<file path="config.mk">
export PLATFORM = sky130hd
export DESIGN_NAME = adc_mode_sequencer
export DESIGN_NICKNAME = d
export VERILOG_FILES = /design/src/adc_seq_pkg.sv /design/src/adc_mode_sequencer.sv
export VERILOG_INCLUDE_DIRS = /design/src /design/src/src
export SDC_FILE = /design/constraint.sdc
export NUM_CORES = 1
export LEC_CHECK = 0
export ABC_AREA = 0
export CAP_MARGIN = 40
export CORE_AREA = 2 2 119 121
export DETAILED_ROUTE_END_ITERATION = 8
export DIE_AREA = 0 0 121 123
export DONT_BUFFER_PORTS = 1
export HOLD_SLACK_MARGIN = 0.15
export PLACE_DENSITY = 0.69
export SLEW_MARGIN = 5
export SYNTH_ARGS = -nofsm -noshare
export SYNTH_HDL_FRONTEND = slang
export SYNTH_SLANG_ARGS = --single-unit
export TNS_END_PERCENT = 50
</file>
<file path="constraint.sdc">
create_clock -name clock_in -period 3 [get_ports clock_in]
set_input_delay 0.3 -clock clock_in [delete_from_list [all_inputs] [get_ports clock_in]]
set_output_delay 0.3 -clock clock_in [all_outputs]
set_load 0.1 [all_outputs]
</file>
<file path="src/adc_seq_cfg.svh">
/*
  Constants of the converter sequencer: word indices, mode codes,
  clock divider codes and conversion lengths.
  Assumes a 32-bit AHB-Lite bus, one register per aligned word.
*/
`ifndef ADC_SEQ_CFG_SVH
`define ADC_SEQ_CFG_SVH
// Word indices (byte address = index * 4)
`define IDX_CTRL0 4'h0
`define IDX_CTRL1 4'h1
`define IDX_CTRL2 4'h2
`define IDX_CTRL3 4'h3
`define IDX_RES0 4'h4
`define IDX_RES7 4'hb
// Operating modes
`define MODE_SINGLE 3'h0
`define MODE_REPEAT 3'h1
`define MODE_SWEEP 3'h2
`define MODE_RSWEEP0 3'h3
`define MODE_RSWEEP1 3'h4
// Converter clock divide selects, then the ratio minus one for each select
`define DIV_SEL_1 3'h0
`define DIV_SEL_2 3'h1
`define DIV_SEL_3 3'h2
`define DIV_SEL_4 3'h3
`define DIV_SEL_6 3'h4
`define DIV_SEL_8 3'h5
`define DIV_M1_1 3'h0
`define DIV_M1_2 3'h1
`define DIV_M1_3 3'h2
`define DIV_M1_4 3'h3
`define DIV_M1_6 3'h5
`define DIV_M1_8 3'h7
// Converter clock cycles per input
`define CYC_8B 7'h31
`define CYC_10B 7'h3b
`define CYC_8B_SH 7'h1c
`define CYC_10B_SH 7'h21
// Channel codes for the extended inputs
`define CH_EXT0 4'h8
`define CH_EXT1 4'h9
`define EXT_SEL_0 2'h1
`define EXT_SEL_1 2'h2
`define LAST_CH 3'h7
`endif

</file>
<file path="src/adc_seq_pkg.sv">
/*
  Types of the converter sequencer: register layouts and state.
  Assumes adc_seq_cfg.svh for numeric constants.
*/
package adc_seq_pkg;
  typedef enum logic [1:0] {ST_IDLE, ST_WAIT, ST_CONV} seq_state_e;
  // Control word 0, bit 0 upward: input, mode, trigger, go, divider
  typedef struct packed {
    logic [2:0] clk_div_select;
    logic conversion_go_flag;
    logic trigger_kind_select;
    logic [2:0] mode;
    logic [2:0] single_input_select;
  } ctrl0_s;
  typedef struct packed {
    logic ladder_reference_connect;
    logic res_10bit;
    logic extended_input_select_hi;
    logic extended_input_select_lo;
    logic sweep_group_select_hi;
    logic sweep_group_select_lo;
  } ctrl1_s;
  typedef struct packed {
    logic external_vs_timer_trigger;
    logic sample_hold;
  } ctrl2_s;
  typedef struct packed {
    logic dma_result_mode;
  } ctrl3_s;
  // Whole block state, registered in one place
  typedef struct packed {
    ctrl0_s c0;
    ctrl1_s c1;
    ctrl2_s c2;
    ctrl3_s c3;
    logic [7:0][9:0] res;
    seq_state_e state;
    logic [2:0] div_cnt;
    logic [6:0] tick_cnt;
    logic [3:0] chan;
    logic [2:0] idx;
    logic [2:0] oidx;
    logic prio_phase;
    logic ext_prev;
    logic phi;
    logic irq;
    logic dma_req;
    logic bus_valid;
    logic bus_wr;
    logic [3:0] bus_idx;
    logic [31:0] hrdata;
  } st_s;
endpackage

</file>
<file path="src/adc_mode_sequencer.sv">
/*
  Mode sequencer of a 10-bit successive-approximation converter with
  an AHB-Lite register slave, result storage and request pulses.
  Assumes the analogue core presents its code on conv_data_in by the
  end of the conversion period, and that a DMA controller and an
  interrupt controller take the one-cycle request pulses.
*/
// How it works
// single mode converts chosen input once
// software trigger starts on go write
// hardware trigger waits for selected event
// single and sweep stop when done
// repeat mode runs until go cleared
// single sweep covers two to eight inputs
// interrupt after sweep or single conversion
// no interrupt in repeat modes without DMA
// DMA mode interrupts after every conversion
// DMA mode writes all results to register 0
// otherwise result goes to its channel register
// software avoids register 0 during DMA
// repeated sweep 0 loops until go cleared
// repeated sweep 1 interleaves prioritised inputs
// sweep bits choose one to four priority inputs
// repeated sweep 1 ignores triggers mid-conversion
// repeated sweep 1 always uses eight inputs
// extended inputs only in single modes
// software avoids rewriting control during conversion
// control 3 accessed only when stopped
// ladder stays connected during conversion
// other modes restart on a new trigger
// result width follows resolution bit
// extended inputs store into registers 0, 1
// converter clock divides by 1 to 8
`timescale 1ns/10ps
`include "adc_seq_cfg.svh"
module adc_mode_sequencer
  import adc_seq_pkg::*;
#(
  parameter int N_INPUTS = 8,
  parameter int RES_W = 10
) (
  input wire logic clock_in,
  input wire logic rst_in,
  input wire logic hsel_in,
  input wire logic [31:0] haddr_in,
  input wire logic [1:0] htrans_in,
  input wire logic hwrite_in,
  input wire logic [2:0] hsize_in,
  input wire logic [31:0] hwdata_in,
  input wire logic hready_in,
  output logic [31:0] hrdata_out,
  output logic hreadyout_out,
  output logic hresp_out,
  input wire logic external_trigger_pin_in,
  input wire logic motor_timer_counter_in,
  input wire logic [9:0] conv_data_in,
  output logic conv_clock_out,
  output logic [3:0] conv_channel_out,
  output logic converting_out,
  output logic ladder_reference_connect_out,
  output logic sample_hold_out,
  output logic irq_out,
  output logic dma_req_out
);
  // The state layout is fixed to eight inputs of ten bits
  if (N_INPUTS != 8 || RES_W != 10) begin : g_bad_params
    $error("adc_mode_sequencer supports 8 inputs of 10 bits only");
  end

  //--------------------------------------------------------------
  // Helpers
  //--------------------------------------------------------------
  // Divider select to ratio minus one; unused codes fall to /8
  function automatic logic [2:0] div_m1(input logic [2:0] sel);
    unique case (sel)
      `DIV_SEL_1: div_m1 = `DIV_M1_1;
      `DIV_SEL_2: div_m1 = `DIV_M1_2;
      `DIV_SEL_3: div_m1 = `DIV_M1_3;
      `DIV_SEL_4: div_m1 = `DIV_M1_4;
      `DIV_SEL_6: div_m1 = `DIV_M1_6;
      default: div_m1 = `DIV_M1_8;
    endcase
  endfunction

  st_s st; // Registered state
  st_s next_st; // Next state
  logic [1:0] grp; // Sweep group bits
  logic [1:0] ext; // Extended input bits
  logic [2:0] sweep_last; // Last input of a sweep
  logic [2:0] prio_last; // Last prioritised input
  logic single_like; // Single or repeat mode
  logic tick; // One converter clock period done
  logic [6:0] conv_len; // Converter cycles per input
  logic conv_end; // Conversion finishes this cycle
  logic ext_fall; // Falling edge on the trigger pin
  logic trig; // Selected hardware trigger event
  logic retrig; // Trigger that aborts and restarts
  logic [9:0] res_val; // Result as it will be stored
  logic [2:0] dest; // Result register index
  logic [3:0] first_ch; // First input of a run
  logic last_of_run; // Single or sweep run complete
  logic wr_ctrl0; // Software writes control 0 now
  logic [3:0] ridx; // Read index in address phase

  //--------------------------------------------------------------
  // Combinational decode
  //--------------------------------------------------------------
  always_comb begin
    grp = {st.c1.sweep_group_select_hi, st.c1.sweep_group_select_lo};
    ext = {st.c1.extended_input_select_hi, st.c1.extended_input_select_lo};
    // Groups of 2, 4, 6 or 8 inputs from input 0
    sweep_last = {grp, 1'b1};
    // One to four prioritised inputs in repeated sweep 1
    prio_last = {1'b0, grp};
    single_like = st.c0.mode == `MODE_SINGLE || st.c0.mode == `MODE_REPEAT;
    tick = st.div_cnt == div_m1(st.c0.clk_div_select);
    // Period per input depends on resolution and sample-hold
    if (st.c2.sample_hold) begin
      conv_len = st.c1.res_10bit ? `CYC_10B_SH : `CYC_8B_SH;
    end else begin
      conv_len = st.c1.res_10bit ? `CYC_10B : `CYC_8B;
    end
    conv_end = st.state == ST_CONV && tick && st.tick_cnt == conv_len - 7'h01;
    ext_fall = st.ext_prev && !external_trigger_pin_in;
    trig = st.c2.external_vs_timer_trigger ? motor_timer_counter_in : ext_fall;
    // Mid-conversion triggers restart, except in repeated sweep 1
    retrig = st.state == ST_CONV && st.c0.trigger_kind_select && trig
      && st.c0.mode != `MODE_RSWEEP1;
    // 8-bit results sit in bits 7 to 0
    res_val = st.c1.res_10bit ? conv_data_in : {2'h0, conv_data_in[9:2]};
    if (st.c3.dma_result_mode) begin
      dest = 3'h0;
    end else if (st.chan == `CH_EXT0) begin
      dest = 3'h0;
    end else if (st.chan == `CH_EXT1) begin
      dest = 3'h1;
    end else begin
      dest = st.chan[2:0];
    end
    // Single modes take the chosen input, sweeps start at input 0
    if (!single_like) begin
      first_ch = 4'h0;
    end else if (ext == `EXT_SEL_0) begin
      first_ch = `CH_EXT0;
    end else if (ext == `EXT_SEL_1) begin
      first_ch = `CH_EXT1;
    end else begin
      first_ch = {1'b0, st.c0.single_input_select};
    end
    last_of_run = st.c0.mode == `MODE_SINGLE
      || (st.c0.mode == `MODE_SWEEP && st.idx == sweep_last);
    wr_ctrl0 = st.bus_valid && st.bus_wr && st.bus_idx == `IDX_CTRL0;
    ridx = haddr_in[5:2];
  end

  //--------------------------------------------------------------
  // Next-state logic: divider, sequencer, bus
  //--------------------------------------------------------------
  always_comb begin
    next_st = st;
    next_st.irq = 1'b0;
    next_st.dma_req = 1'b0;
    next_st.ext_prev = external_trigger_pin_in;
    next_st.phi = tick;
    // Free-running divider for the converter clock
    next_st.div_cnt = tick ? 3'h0 : st.div_cnt + 3'h1;
    if (!st.c0.conversion_go_flag) begin
      // Clearing go stops every mode at once
      next_st.state = ST_IDLE;
    end else begin
      unique case (st.state)
        ST_IDLE: begin
          // Software trigger starts now, otherwise arm
          next_st.state = st.c0.trigger_kind_select ? ST_WAIT : ST_CONV;
          next_st.tick_cnt = 7'h00;
          next_st.idx = 3'h0;
          next_st.prio_phase = 1'b1;
          next_st.oidx = prio_last + 3'h1;
          next_st.chan = first_ch;
        end
        ST_WAIT: begin
          if (trig) begin
            next_st.state = ST_CONV;
            next_st.tick_cnt = 7'h00;
          end
        end
        ST_CONV: begin
          if (retrig) begin
            // Abort and begin the run again
            next_st.tick_cnt = 7'h00;
            next_st.idx = 3'h0;
            next_st.chan = first_ch;
          end else if (conv_end) begin
            next_st.tick_cnt = 7'h00;
            next_st.res[dest] = res_val;
            next_st.dma_req = st.c3.dma_result_mode;
            // Per-conversion with DMA, else single or end of sweep
            next_st.irq = st.c3.dma_result_mode || last_of_run;
            unique case (st.c0.mode)
              `MODE_SWEEP, `MODE_RSWEEP0: begin
                // Step through the group, wrap in repeated sweep 0
                next_st.idx = st.idx == sweep_last ? 3'h0 : st.idx + 3'h1;
                next_st.chan = {1'b0, next_st.idx};
              end
              `MODE_RSWEEP1: begin
                // All eight inputs, priority set before each other
                if (st.prio_phase && st.idx != prio_last) begin
                  next_st.idx = st.idx + 3'h1;
                  next_st.chan = {1'b0, next_st.idx};
                end else if (st.prio_phase) begin
                  next_st.prio_phase = 1'b0;
                  next_st.chan = {1'b0, st.oidx};
                end else begin
                  next_st.prio_phase = 1'b1;
                  next_st.idx = 3'h0;
                  next_st.chan = 4'h0;
                  next_st.oidx = st.oidx == `LAST_CH ? prio_last + 3'h1 : st.oidx + 3'h1;
                end
              end
              default: begin
                next_st.chan = st.chan; // Repeat mode keeps its input
              end
            endcase
            if (last_of_run) begin
              // Done: clear go under software trigger, else re-arm
              next_st.state = st.c0.trigger_kind_select ? ST_WAIT : ST_IDLE;
              if (!st.c0.trigger_kind_select) begin
                next_st.c0.conversion_go_flag = 1'b0;
              end
            end
          end else if (tick) begin
            next_st.tick_cnt = st.tick_cnt + 7'h01;
          end
        end
        default: next_st.state = ST_IDLE;
      endcase
    end
    // Data phase write; a software write of go wins over the clear
    if (st.bus_valid && st.bus_wr) begin
      unique case (st.bus_idx)
        `IDX_CTRL0: next_st.c0 = hwdata_in[$bits(ctrl0_s)-1:0];
        `IDX_CTRL1: next_st.c1 = hwdata_in[$bits(ctrl1_s)-1:0];
        `IDX_CTRL2: next_st.c2 = hwdata_in[$bits(ctrl2_s)-1:0];
        `IDX_CTRL3: next_st.c3 = hwdata_in[$bits(ctrl3_s)-1:0];
        default: next_st.c3 = next_st.c3; // Results and holes ignore writes
      endcase
    end
    // Address phase: latch request and prepare read data
    next_st.bus_valid = hsel_in && htrans_in[1] && hready_in;
    next_st.bus_wr = hwrite_in;
    next_st.bus_idx = ridx;
    next_st.hrdata = 32'h0;
    if (hsel_in && htrans_in[1] && hready_in && !hwrite_in) begin
      if (ridx == `IDX_CTRL0) begin
        next_st.hrdata = {20'h0, st.state == ST_CONV, st.c0};
      end else if (ridx == `IDX_CTRL1) begin
        next_st.hrdata = {26'h0, st.c1};
      end else if (ridx == `IDX_CTRL2) begin
        next_st.hrdata = {30'h0, st.c2};
      end else if (ridx == `IDX_CTRL3) begin
        next_st.hrdata = {31'h0, st.c3};
      end else if (ridx <= `IDX_RES7) begin
        next_st.hrdata = {22'h0, st.res[3'(ridx - `IDX_RES0)]};
      end
    end
  end

  //--------------------------------------------------------------
  // State register
  //--------------------------------------------------------------
  always_ff @(posedge clock_in) begin
    if (rst_in) begin
      st <= '0;
    end else begin
      st <= next_st;
    end
  end

  // Outputs; the slave never waits and always answers OKAY
  assign hrdata_out = st.hrdata;
  assign hreadyout_out = 1'b1;
  assign hresp_out = 1'b0;
  assign conv_clock_out = st.phi;
  assign conv_channel_out = st.chan;
  assign converting_out = st.state == ST_CONV;
  assign ladder_reference_connect_out = st.c1.ladder_reference_connect;
  assign sample_hold_out = st.c2.sample_hold;
  assign irq_out = st.irq;
  assign dma_req_out = st.dma_req;

  //--------------------------------------------------------------
  // Checks
  //--------------------------------------------------------------
  a_sw_start: assert property (@(posedge clock_in) disable iff (rst_in)
    st.state == ST_IDLE && st.c0.conversion_go_flag && !st.c0.trigger_kind_select
    |=> converting_out) else $error("software start did not convert");
  a_trig_start: assert property (@(posedge clock_in) disable iff (rst_in)
    st.state == ST_WAIT && st.c0.conversion_go_flag && trig |=> converting_out)
    else $error("trigger did not start conversion");
  a_wait_hold: assert property (@(posedge clock_in) disable iff (rst_in)
    st.state == ST_WAIT && !trig |=> !converting_out)
    else $error("converted without trigger");
  a_single_stop: assert property (@(posedge clock_in) disable iff (rst_in)
    conv_end && st.c0.conversion_go_flag && !retrig && last_of_run
    && !st.c0.trigger_kind_select && !wr_ctrl0 |=> !st.c0.conversion_go_flag ##1 !converting_out)
    else $error("single run did not stop");
  a_go_clear: assert property (@(posedge clock_in) disable iff (rst_in)
    !st.c0.conversion_go_flag |=> !converting_out)
    else $error("kept converting with go cleared");
  a_dma_irq: assert property (@(posedge clock_in) disable iff (rst_in)
    conv_end && !retrig && st.c0.conversion_go_flag && st.c3.dma_result_mode
    |=> irq_out && dma_req_out) else $error("missing request in DMA mode");
  a_repeat_quiet: assert property (@(posedge clock_in) disable iff (rst_in)
    !st.c3.dma_result_mode && st.c0.mode != `MODE_SINGLE && st.c0.mode != `MODE_SWEEP
    |=> !irq_out) else $error("interrupt in repeat mode");
  a_dma_dest: assert property (@(posedge clock_in) disable iff (rst_in)
    conv_end && !retrig && st.c0.conversion_go_flag && st.c3.dma_result_mode
    |=> st.res[0] == $past(res_val)) else $error("DMA result not in register 0");
  a_rs1_ignore: assert property (@(posedge clock_in) disable iff (rst_in)
    st.state == ST_CONV && st.c0.mode == `MODE_RSWEEP1 && trig && !conv_end
    && st.c0.conversion_go_flag |=> st.chan == $past(st.chan))
    else $error("trigger disturbed repeated sweep 1");
  a_retrig: assert property (@(posedge clock_in) disable iff (rst_in)
    retrig && st.c0.conversion_go_flag |=> st.tick_cnt == 7'h00 && converting_out)
    else $error("retrigger did not restart");
endmodule

</file>
== After elaboration in Yosys (flattened, before gate mapping) ==
Cells that the tools add are included.
Operators by class
  mux-type cells: 64
  reduce and logical (&&, ||, !) cells: 42
  equal/unequal tests: 37
  bitwise operators: 5
  add/sub/neg operators: 7
  order comparisons: 4
Operators with widths (number)
  80-bit bitwise mux: 1
  10-bit two-way mux: 7
  6-bit two-way mux: 11
  10-bit binary-select mux with 3-bit select: 1
  10-bit demux with 3-bit select: 1
  4-bit two-way mux: 7
  11-bit one-hot mux with 2 select lines: 1
  7-bit two-way mux: 3
  7-bit one-hot mux with 3 select lines: 1
  3-bit two-way mux: 6
  17-bit two-way mux: 1
  4-bit by 2-bit == test with 1-bit output, second input constant: 4
  4-bit AND reduction: 4
  3-bit one-hot mux with 5 select lines: 1
  14-bit two-way mux: 1
  1-bit logical AND: 13
  3-bit by 2-bit == test with 1-bit output, second input constant: 4
  12-bit two-way mux: 1
  2-bit two-way mux: 6
  11-bit two-way mux: 1
  1-bit two-way mux: 10
  3-bit by 1-bit adder with 3-bit output, second input constant: 3
  3-bit == test, second input constant: 3
  4-bit by 1-bit == test with 1-bit output, second input constant: 2
  other kinds (39): 66
Storage, ports and cells
  input bits: 86
  output and inout bits: 44
  bits in registers: 165

== Logic depth before layout (Yosys ltp) ==
Gate-level depths: netlist (run 1).
  word-level depth: 14
  depth in mapped cells: 10
  mapped depth without buffers: 8

== Worst setup path after synthesis (run 1) ==
No wires, ideal clock.
  path kind: register to register
  from: register st, in the netlist sample_hold_out
  to: register st[103] (netlist bit)
  arrival: 2.809 ns
  setup slack: 0.065 ns
  setup time: 0.126 ns
  stages on the path, launching flop included: 9
  path through: dfxtp_1 > ha_1 > nor2_1 > nor4bb_1 > o221a_2 > nand4_4 > or3_1 > buf_6 > mux2i_1
Between the ends
  word-level cells in the longest chain between the ends: 5
RTL lines
  start, declared: line adc_mode_sequencer.sv:85  | st_s st;
  start signal, assigned: line adc_mode_sequencer.sv:275  | st <= next_st;
  6-bit two-way mux: line adc_mode_sequencer.sv:118  | if (st.c2.sample_hold) begin
  7-bit by 1-bit subtractor with 7-bit output: line adc_mode_sequencer.sv:123  | conv_end = st.state == ST_CONV && tick && st.tick_cnt == conv_len - 7'h01;
  7-bit == test: line adc_mode_sequencer.sv:123
  1-bit logical AND: line adc_mode_sequencer.sv:123
  4-bit AND reduction (no line)
Every way passes these cells.
A chain may end at the register's enable or synchronous reset.

== Final worst setup path (run 1) ==
  from: register st[152] (netlist bit)
  to: register st[139] (netlist bit)
Between the ends
  word-level cells in the longest chain between the ends: 6
  elaborated cells on any way between the ends: 9
  classes of those cells: 1 x add/sub; 1 x eq/ne; 5 x mux; 2 x reduce/logical
RTL lines (line)
  6-bit two-way mux (no line) or 4-bit two-way mux (tied branches)
  6-bit two-way mux: adc_mode_sequencer.sv:118
  7-bit by 1-bit subtractor with 7-bit output: adc_mode_sequencer.sv:123
  7-bit == test: adc_mode_sequencer.sv:123
  1-bit logical AND: adc_mode_sequencer.sv:123
  4-bit AND reduction (no line)
Parallel ways exist; a longest one is shown, timed or not.

==> results.ini, run 1 <==
[global_route]
antenna_found_initial=0
grt_pass1_wl_mm=29.50
grt_max_degree=92
grt_pass1_vias=5763
grt.total_usage_pct=25.80
overflow=0

[cts]
numCtsBuffers=17
cts_resized=0
clock_latency_ns=0.42
cts_setup_buffers=0
clock-sinks=145
cts_root_buffer=clkbuf_16
htreeDepth=4
clkTransAtPathRegs_ns=0.06
cts_tree=yes
cts_max_path_buffers=2
holdBufCountCts=20

[power]
p_leak_nw=3.355
ir_drop_uv=376.1
power.total_mw=4.329
powerDensity_nw_per_um2=518.7

[route]
drcViolationCount=0
drtPass1Iterations=6
wl_mm=18.56
drtAntennaViolNets=0
post_drt_via_cell_ratio=5.898
vias=5804
wl_per_cell_um=18.86
drt_iter0_markers=510

[placement]
place_hpwl_mm=12.64
portBuffers=0
dp_slack_ns=0.2458
routabilityCongestion=0.9163

[setup_path]
rrSetupSlack_ns=0.15
worstPathRequired_ns=3.28
arrival_ns=3.13
worstPathMaxFanout=10
critPathLaunchType=flip-flop
end_kind=flip-flop
crit_type=reg2reg

[status]
status=finished clean

[finish]
diodes=0
syn2layout_area_growth_pct=14.66
post_route_cells_drive_above_1_share_pct=14.30
finalNetCount=889

[yosys]
synth.most_common_cell=dfxtp_1
ys_ff_latch=145
syn-cell-area_um2=7278
yosysSeqAreaShare_pct=39.88
ys_warn_count=0
syn_area_per_cell_um2=9.416
synth_edf_count=0
yosys-top-cells-count=dfxtp_1 (145), nand2_1 (113), mux2i_1 (106)
synth_top_area_share_pct=39.88
synth_cell_types=68
ys_async_sr_fraction_pct=0
synth_area_leader_cell=dfxtp_1
synth.area.top_cells=dfxtp_1 (40%), mux2i_1 (15%), nand2_1 (5.8%)
synth_cells=773
synth_ff_type=dfxtp_1

[sta]
finalSetupViolCount=0
drv_slew=0
period_minus_slack_ns=2.853
slew_headroom_pct=46.01
fin_ws_ns=0.1471
period_share_pct=95.10
rsz0062_at_grt=no
tightest_slew_ns=0.7894
tns_ns=0
fin_skew_ns=0.009184
max_freq_mhz=350.5
hold_violations=0

[die]
io_pins=130
core_area_um2=13610
die_y_um=123
die_width_um=121
initial_core_util_pct=53.47
fp-row-count=43
die-area_um2=14880

[run]
max_cap_violations=0

[hold_path]
hold_class=in2reg

cell usage in the layout (no fill, tap or decap), types with 7 or more instances in the layout:
cell / n
a21oi_1: 26
buf_4: 19
buf_8: 16
clkbuf_16: 17
conb_1: 22
dfxtp_1: 145
dlygate4sd3_1: 19
ha_1: 12
inv_1: 14
mux2_2: 12
mux2i_1: 106
mux4_2: 16
nand2_1: 113
nand3_1: 16
nor2_1: 61
nor2b_1: 12
nor3_1: 19
o211ai_1: 7
o21ai_0: 12
xnor2_1: 8
xor2_1: 8
metrics by stage:
step	cell area (um2)	cells	util [%]	hold slack [ns]
floorplan	7353	793	-	0.4282
global placement	7271	915	53.41	0.3759
detailed placement	7538	932	55.38	0.3802
CTS	8346	984	61.31	0.1547
global route	8346	984	61.31	0.1699
finish	8346	984	61.31	0.1604
kinds of logic (layout without fill, tap and decap cells):
| kind of cell | after synthesis | after routing | synth area share, % |
|---|---|---|---|
| other | 2 | 22 | 0.1032 |
| adders and majority gates | 12 | 12 | 2.063 |
| buffers and inverters | 92 | 103 | 7.169 |
| xor gates and xnor gates | 16 | 16 | 1.925 |
| and+or+nand+nor | 274 | 274 | 18.17 |
| DFF | 145 | 145 | 39.88 |
| AOI/OAI and AO/OA | 98 | 98 | 9.301 |
| muxes | 134 | 134 | 21.39 |
final timing paths:
check	end	from	cells after the start
min reg2reg	st[100]	st[100]	2
max reg2reg	st[139]	st[152]	8
max	st[139]	st[152]	8
min	st[47]	rst_in	2
registers in the layout (all words and copies together), names as in the netlist:
signal / cells
conv_clock_out: 1
hrdata_out: 12
dma_req_out: 1
conv_channel_out: 4
ext: 2
ladder_reference_connect_out: 1
sample_hold_out: 1
irq_out: 1
grp: 2
st: 120
area by class of cell:
| class | instances | area, um2 |
|---|---|---|
| well taps | 180 | 225.2 |
| inverters | 15 | 56.30 |
| multi-input cells | 556 | 3944 |
| repair buffers | 56 | 620.6 |
| fillers | 1119 | 5266 |
| clock inverters | 12 | 130.1 |
| clock buffers | 20 | 466.7 |
| flip-flops and latches | 145 | 2903 |
worst max-delay path: stages, from the launching register on:
cell and delay (ns):
dfxtp_1 0.32, inv_1 0.07, ha_1 0.22, nor2b_1 0.14, nor4b_1 0.42, o221a_2 0.38
nand4_4 0.20, or3_1 0.72, mux2i_1 0.22
power breakdown:
part,total [mW],switching (mW),internal (mW)
logic,0.267,0.205,0.0614
clock network,2.13,0.833,1.29
registers,1.94,0.00463,1.93
total,4.33,1.04,3.29
per-layer routing:
layer / routed length, um / track usage [%] / vias to the layer above
li1: - / - / 2724
met2: 9313 / 44.28 / 224
met4: 455 / 9.448 / 0
met1: 7493 / 30.56 / 2816
met5: 0 / 0 / -
met3: 1298 / 7.795 / 40
Power figures use the tool's default switching activity.
==> inputs of run 2 (changes only) <==
--- a/config.mk
+++ b/config.mk
@@ -13,7 +13,7 @@
 export DIE_AREA = 0 0 121 123
 export DONT_BUFFER_PORTS = 1
 export HOLD_SLACK_MARGIN = 0.15
-export PLACE_DENSITY = 0.69
+export PLACE_DENSITY = 0.72
 export SLEW_MARGIN = 5
 export SYNTH_ARGS = -nofsm -noshare
 export SYNTH_HDL_FRONTEND = slang
==> run 2 against run 1 <==
Maximum frequency rose by 3.1%. Worst hold slack gained 0.0014 ns. Sequential share of layout area hardly changed. Clock-buffer cell count unchanged. Die area stayed put. Utilization hardly changed. Via count down 0.36%. Worst setup slack improved by 0.085 ns. Final cell count increased by 0.20%. First-iteration DRC count grew 20%. Critical endpoint is now st[99]. Largest cell class unchanged.
==> results.ini, run 2 (synthesis gave the netlist of run 1 again) <==
[setup_path]
rrSetupSlack_ns=0.23
crit_chain=ha_1, nor2b_1, nor4b_1, o221a_2, nand4_4, or3_1, mux2i_1
path_delay_family=simple AND/OR/NAND/NOR gates
worstPathRequired_ns=3.29
critPathLaunchType=flip-flop
cp-startpoint=sample_hold_out
r2r_start=sample_hold_out
crit_end=st[99]
critical_path_buf_inv_count=0
arrival_ns=3.05
crit_type=reg2reg
r2r-end=st[99]
end_kind=flip-flop
r2r_cells=7
worstPathMaxFanout=10
slowest_delay_ns=0.73
worst-path-stages=7
slowest_stage=or3_1

[sta]
max_freq_mhz=361.3
tightest_slew_ns=0.7960
drv_slew=0
period_share_pct=92.26
holdWs_ns=0.1618
period_minus_slack_ns=2.768
slew_headroom_pct=45.56
finalSetupViolCount=0
rsz0062_at_grt=no
hold_violations=0
fin_skew_ns=0.009502
tns_ns=0

[finish]
regMostFlops=st
syn2layout_area_growth_pct=14.60
final_cell_mix=dfxtp_1 (145), nand2_1 (113), mux2i_1 (106)
final_cell_count_no_fill=986
diodes=0
multi_input_area_um2=3944
finalNetCount=891
regArea_um2=2903
fin_util_pct=61.27
largest_reg_flops=120
final_common_cell=dfxtp_1
post_route_cells_drive_above_1_share_pct=14.27
fill_cells=1097
postLayoutCellArea_um2=8341

[route]
post_drt_via_cell_ratio=5.865
drtAntennaViolNets=0
drt_iter0_markers=611
drcViolationCount=0
vias=5783
wl_per_cell_um=18.61
wl_mm=18.35
drtPass1Iterations=5

[cts]
cts_root_buffer=clkbuf_16
clkTransAtPathRegs_ns=0.06
htreeDepth=4
cts_tree=yes
cts_resized=0
cts_max_path_buffers=2
clock_latency_ns=0.43
numCtsBuffers=17
clock-sinks=145

[global_route]
grt_pass1_vias=5670
antenna_found_initial=0
grtUsageMet1_pct=29.77
grt-busiest-layer=met2
grt_use_met2_pct=43.19
grt_pass1_wl_mm=28.81
overflow=0
grt.total_usage_pct=25.30
grt_max_degree=96
met3_usage_pct=6.734

[run]
max_cap_violations=0

[placement]
routabilityCongestion=0.9315
placedCellCount=933
portBuffers=0
place_hpwl_mm=12.16
postPlaceCellArea_um2=7546

[power]
ir_drop_uv=432.6
powerDensity_nw_per_um2=513.6
p_leak_nw=3.349

[die]
die_width_um=121
die_y_um=123
die-area_um2=14880
io_pins=130
initial_core_util_pct=53.47
fp-row-count=43
core_area_um2=13610

[status]
status=finished clean

[hold_path]
hold_class=in2reg

-- run 2: cell count changes in the layout (fill, tap and decap cells not counted) --
cell / delta
inv_6: -1
clkbuf_1: +2
clkbuf_8: -2
buf_4: +1
clkinv_2: -1
clkbuf_2: +1
clkinvlp_4: +1
clkinv_4: +1
-- run 2: worst min path at each step --
stage	startpoint	end	depth (start not counted)	slack, ns
6_report	rst_in	st[47]	2	0.16
5_1_grt	haddr_in[4]	hrdata_out[4]	3	0.17
4_1_cts	rst_in	st[47]	2	0.16
3_5_place_dp	rst_in	conv_channel_out[3]	1	0.38
3_3_place_gp	rst_in	st[46]	1	0.37
2_1_floorplan	hwrite_in	st[36]	1	0.43
-- run 2: area by class of cell --
class / instances / area share [%]
clock buffer: 20 / 5.356
clock inverter: 12 / 1.590
inverter: 15 / 0.6751
multi-input combinational: 556 / 47.28
sequential: 145 / 34.80
tap: 180 / 2.700
timing repair buffer: 58 / 7.591
-- run 2: stage by stage --
step,power [mW],setup slack [ns]
2_1_floorplan,2.227,0.06540
3_3_place_gp,2.198,0.3436
3_5_place_dp,2.209,0.2507
4_1_cts,4.299,0.2418
5_1_grt,4.388,0.04125
6_report,4.284,0.2321
-- run 2: what timing repair did --
action,in CTS,in global routing
hold endpoints to repair,38,0
endpoints found under the setup margin,0,0
buffers inserted,0,0
hold buffers,20,0
-- run 2: metal layers --
layer	share of wire (%)	vias to the layer above	wire length, um
met1	42	2772	7704
met3	6.8	44	1252
li1	-	2734	-
met2	49	233	8908
met5	0	-	0
met4	2.6	0	481
-- run 2: power by group --
part | internal (mW) | switching, mW | total (mW)
logic | 0.0614 | 0.206 | 0.267
registers | 1.93 | 0.00468 | 1.94
clock network | 1.25 | 0.833 | 2.08
-- run 2: worst register-to-register path: cells and delay by family (launching register included) --
family | cells | cell delay [ns]
AO/OA/AOI/OAI | 1 | 0.36
adder cells (fa/ha/maj) | 1 | 0.26
flip-flops | 1 | 0.36
multiplexers | 1 | 0.23
AND/OR/NAND/NOR | 4 | 1.42
==> inputs of run 3 (changes only) <==
--- a/config.mk
+++ b/config.mk
@@ -9,9 +9,11 @@
 export ABC_AREA = 0
 export CAP_MARGIN = 40
 export CORE_AREA = 2 2 119 121
+export CTS_CLUSTER_SIZE = 25
 export DETAILED_ROUTE_END_ITERATION = 8
 export DIE_AREA = 0 0 121 123
 export DONT_BUFFER_PORTS = 1
+export GPL_TIMING_DRIVEN = 0
 export HOLD_SLACK_MARGIN = 0.15
 export PLACE_DENSITY = 0.72
 export SLEW_MARGIN = 5
==> run 3 against run 2 <==
Worst hold slack better by 0.052 ns. Flip-flop and latch count stayed put. Maximum frequency is 1.2% lower. Critical path type unchanged. Largest cell class unchanged.
==> results.ini, run 3 (synthesis gave the netlist of run 1 again) <==
[power]
power.total_mw=4.425
p_leak_nw=3.489
ir_drop_uv=463.2
powerDensity_nw_per_um2=518.4

[sta]
slew_headroom_pct=42.03
rsz0062_at_grt=no
tns_ns=0
holdWs_ns=0.2134
fin_skew_ns=0.009367
finalSetupViolCount=0
drv_slew=0
tightest_slew_ns=0.8629
period_minus_slack_ns=2.801
max_freq_mhz=357.0
fin_ws_ns=0.1988
hold_violations=0
period_share_pct=93.37

[die]
fp-row-count=43
die_width_um=121
initial_core_util_pct=53.47
die_y_um=123
core_area_um2=13610
io_pins=130
die-area_um2=14880

[finish]
postLayoutCellArea_um2=8536
regMostFlops=st
fin_util_pct=62.71
finalNetCount=934
largest_reg_flops=120
diodes=0
post_route_cells_drive_above_1_share_pct=16.49
syn2layout_area_growth_pct=17.28
final_common_cell=dfxtp_1
fill_cells=1136
final_cell_count_no_fill=1029
final_cell_mix=dfxtp_1 (144), nand2_1 (113), mux2i_1 (106)

[cts]
cts_root_buffer=clkbuf_16
numCtsBuffers=17
cts_max_path_buffers=2
clkTransAtPathRegs_ns=0.06
htreeDepth=4
clock_latency_ns=0.42
cts_tree=yes
clock-sinks=145

[global_route]
grt.total_usage_pct=27.44
antenna_found_initial=0
grt_pass1_vias=5906
grt_max_degree=17
overflow=0
grt_pass1_wl_mm=31.11

[setup_path]
end_kind=flip-flop
worst-path-stages=10
r2r_cells=10
critPathLaunchType=flip-flop
slowest_stage=dfxtp_2
critical_path_buf_inv_count=3
crit_type=reg2reg
path_delay_family=simple AND/OR/NAND/NOR gates
rrSetupSlack_ns=0.20
worstPathMaxFanout=10
arrival_ns=3.09
worstPathRequired_ns=3.29
slowest_delay_ns=0.41
crit_chain=buf_4, inv_1, ha_1, nor2b_1, nor4b_2, o221a_2, nand4_4, or3_1, buf_6, mux2i_1

[hold_path]
hold_path_depth=2
hold_class=in2reg

[route]
drtPass1Iterations=5
drt_iter0_markers=537
wl_per_cell_um=19.31
post_drt_via_cell_ratio=5.864
vias=6034
drcViolationCount=0
wl_mm=19.87
drtAntennaViolNets=0

[placement]
place_hpwl_mm=14.45
routabilityCongestion=0.9276
placedCellCount=980
dp_slack_ns=-0.3819
postPlaceCellArea_um2=7716
portBuffers=0

[status]
status=finished clean

[run]
max_cap_violations=0

[run 3: cell count changes in the layout (fill, tap and decap cells not counted), moves of 4 or more]
cell | before | now
buf_4 | 20 | 47
clkbuf_1 | 2 | 24
buf_8 | 16 | 3
buf_2 | 0 | 5
buf_1 | 0 | 4
dlygate4sd3_1 | 19 | 15
[run 3: layer usage]
layer  vias to the layer above  wire length (um)  global-route usage (%)
met4                         0               518                   10.61
met3                        45              1453                   7.242
met1                      2932              8211                   33.87
met2                       253              9690                   46.00
li1                       2804                 -                       -
met5                         -                 0                       0
[run 3: final timing paths]
| check | endpoint | startpoint |
|---|---|---|
| setup / recovery | st[101] | st[152] |
| hold / removal | st[43] | rst_in |
| setup reg to reg | st[101] | st[152] |
| hold reg to reg | st[134] | st[134] |
[run 3: worst register-to-register path: cells and delay by family (launching register included)]
family          cells  cell delay, ns
buf+inv             3            0.51
compound gates      1            0.31
simple gates        4            1.06
flops               1            0.41
fa+ha+maj           1            0.23
mux                 1            0.14
[run 3: final cells by class]
class / count / area, um2 / share of cell area (%)
multi-input cells: 556 / 3960 / 46.39
flip-flops and latches: 145 / 2904 / 34.02
plain buffers: 77 / 479.2 / 5.614
clock buffers: 23 / 478.0 / 5.600
repair buffers: 24 / 302.8 / 3.547
well taps: 180 / 225.2 / 2.639
clock inverters: 9 / 130.1 / 1.524
inverters: 15 / 56.30 / 0.6596
[run 3: timing repair]
item,4_1_cts,5_1_grt
endpoints found under the hold margin,24,0
gates resized for setup,7,7
hold buffers,15,0
setup endpoints to repair,98,98
setup buffers,1,1
pin swaps,0,1
[run 3: power breakdown]
group / total, mW / switching [mW] / internal [mW] / leakage, nW
Clock: 2.17 / 0.796 / 1.37 / 0.297
Sequential: 1.94 / 0.00471 / 1.93 / 1.17
Combinational: 0.320 / 0.244 / 0.0761 / 2.02
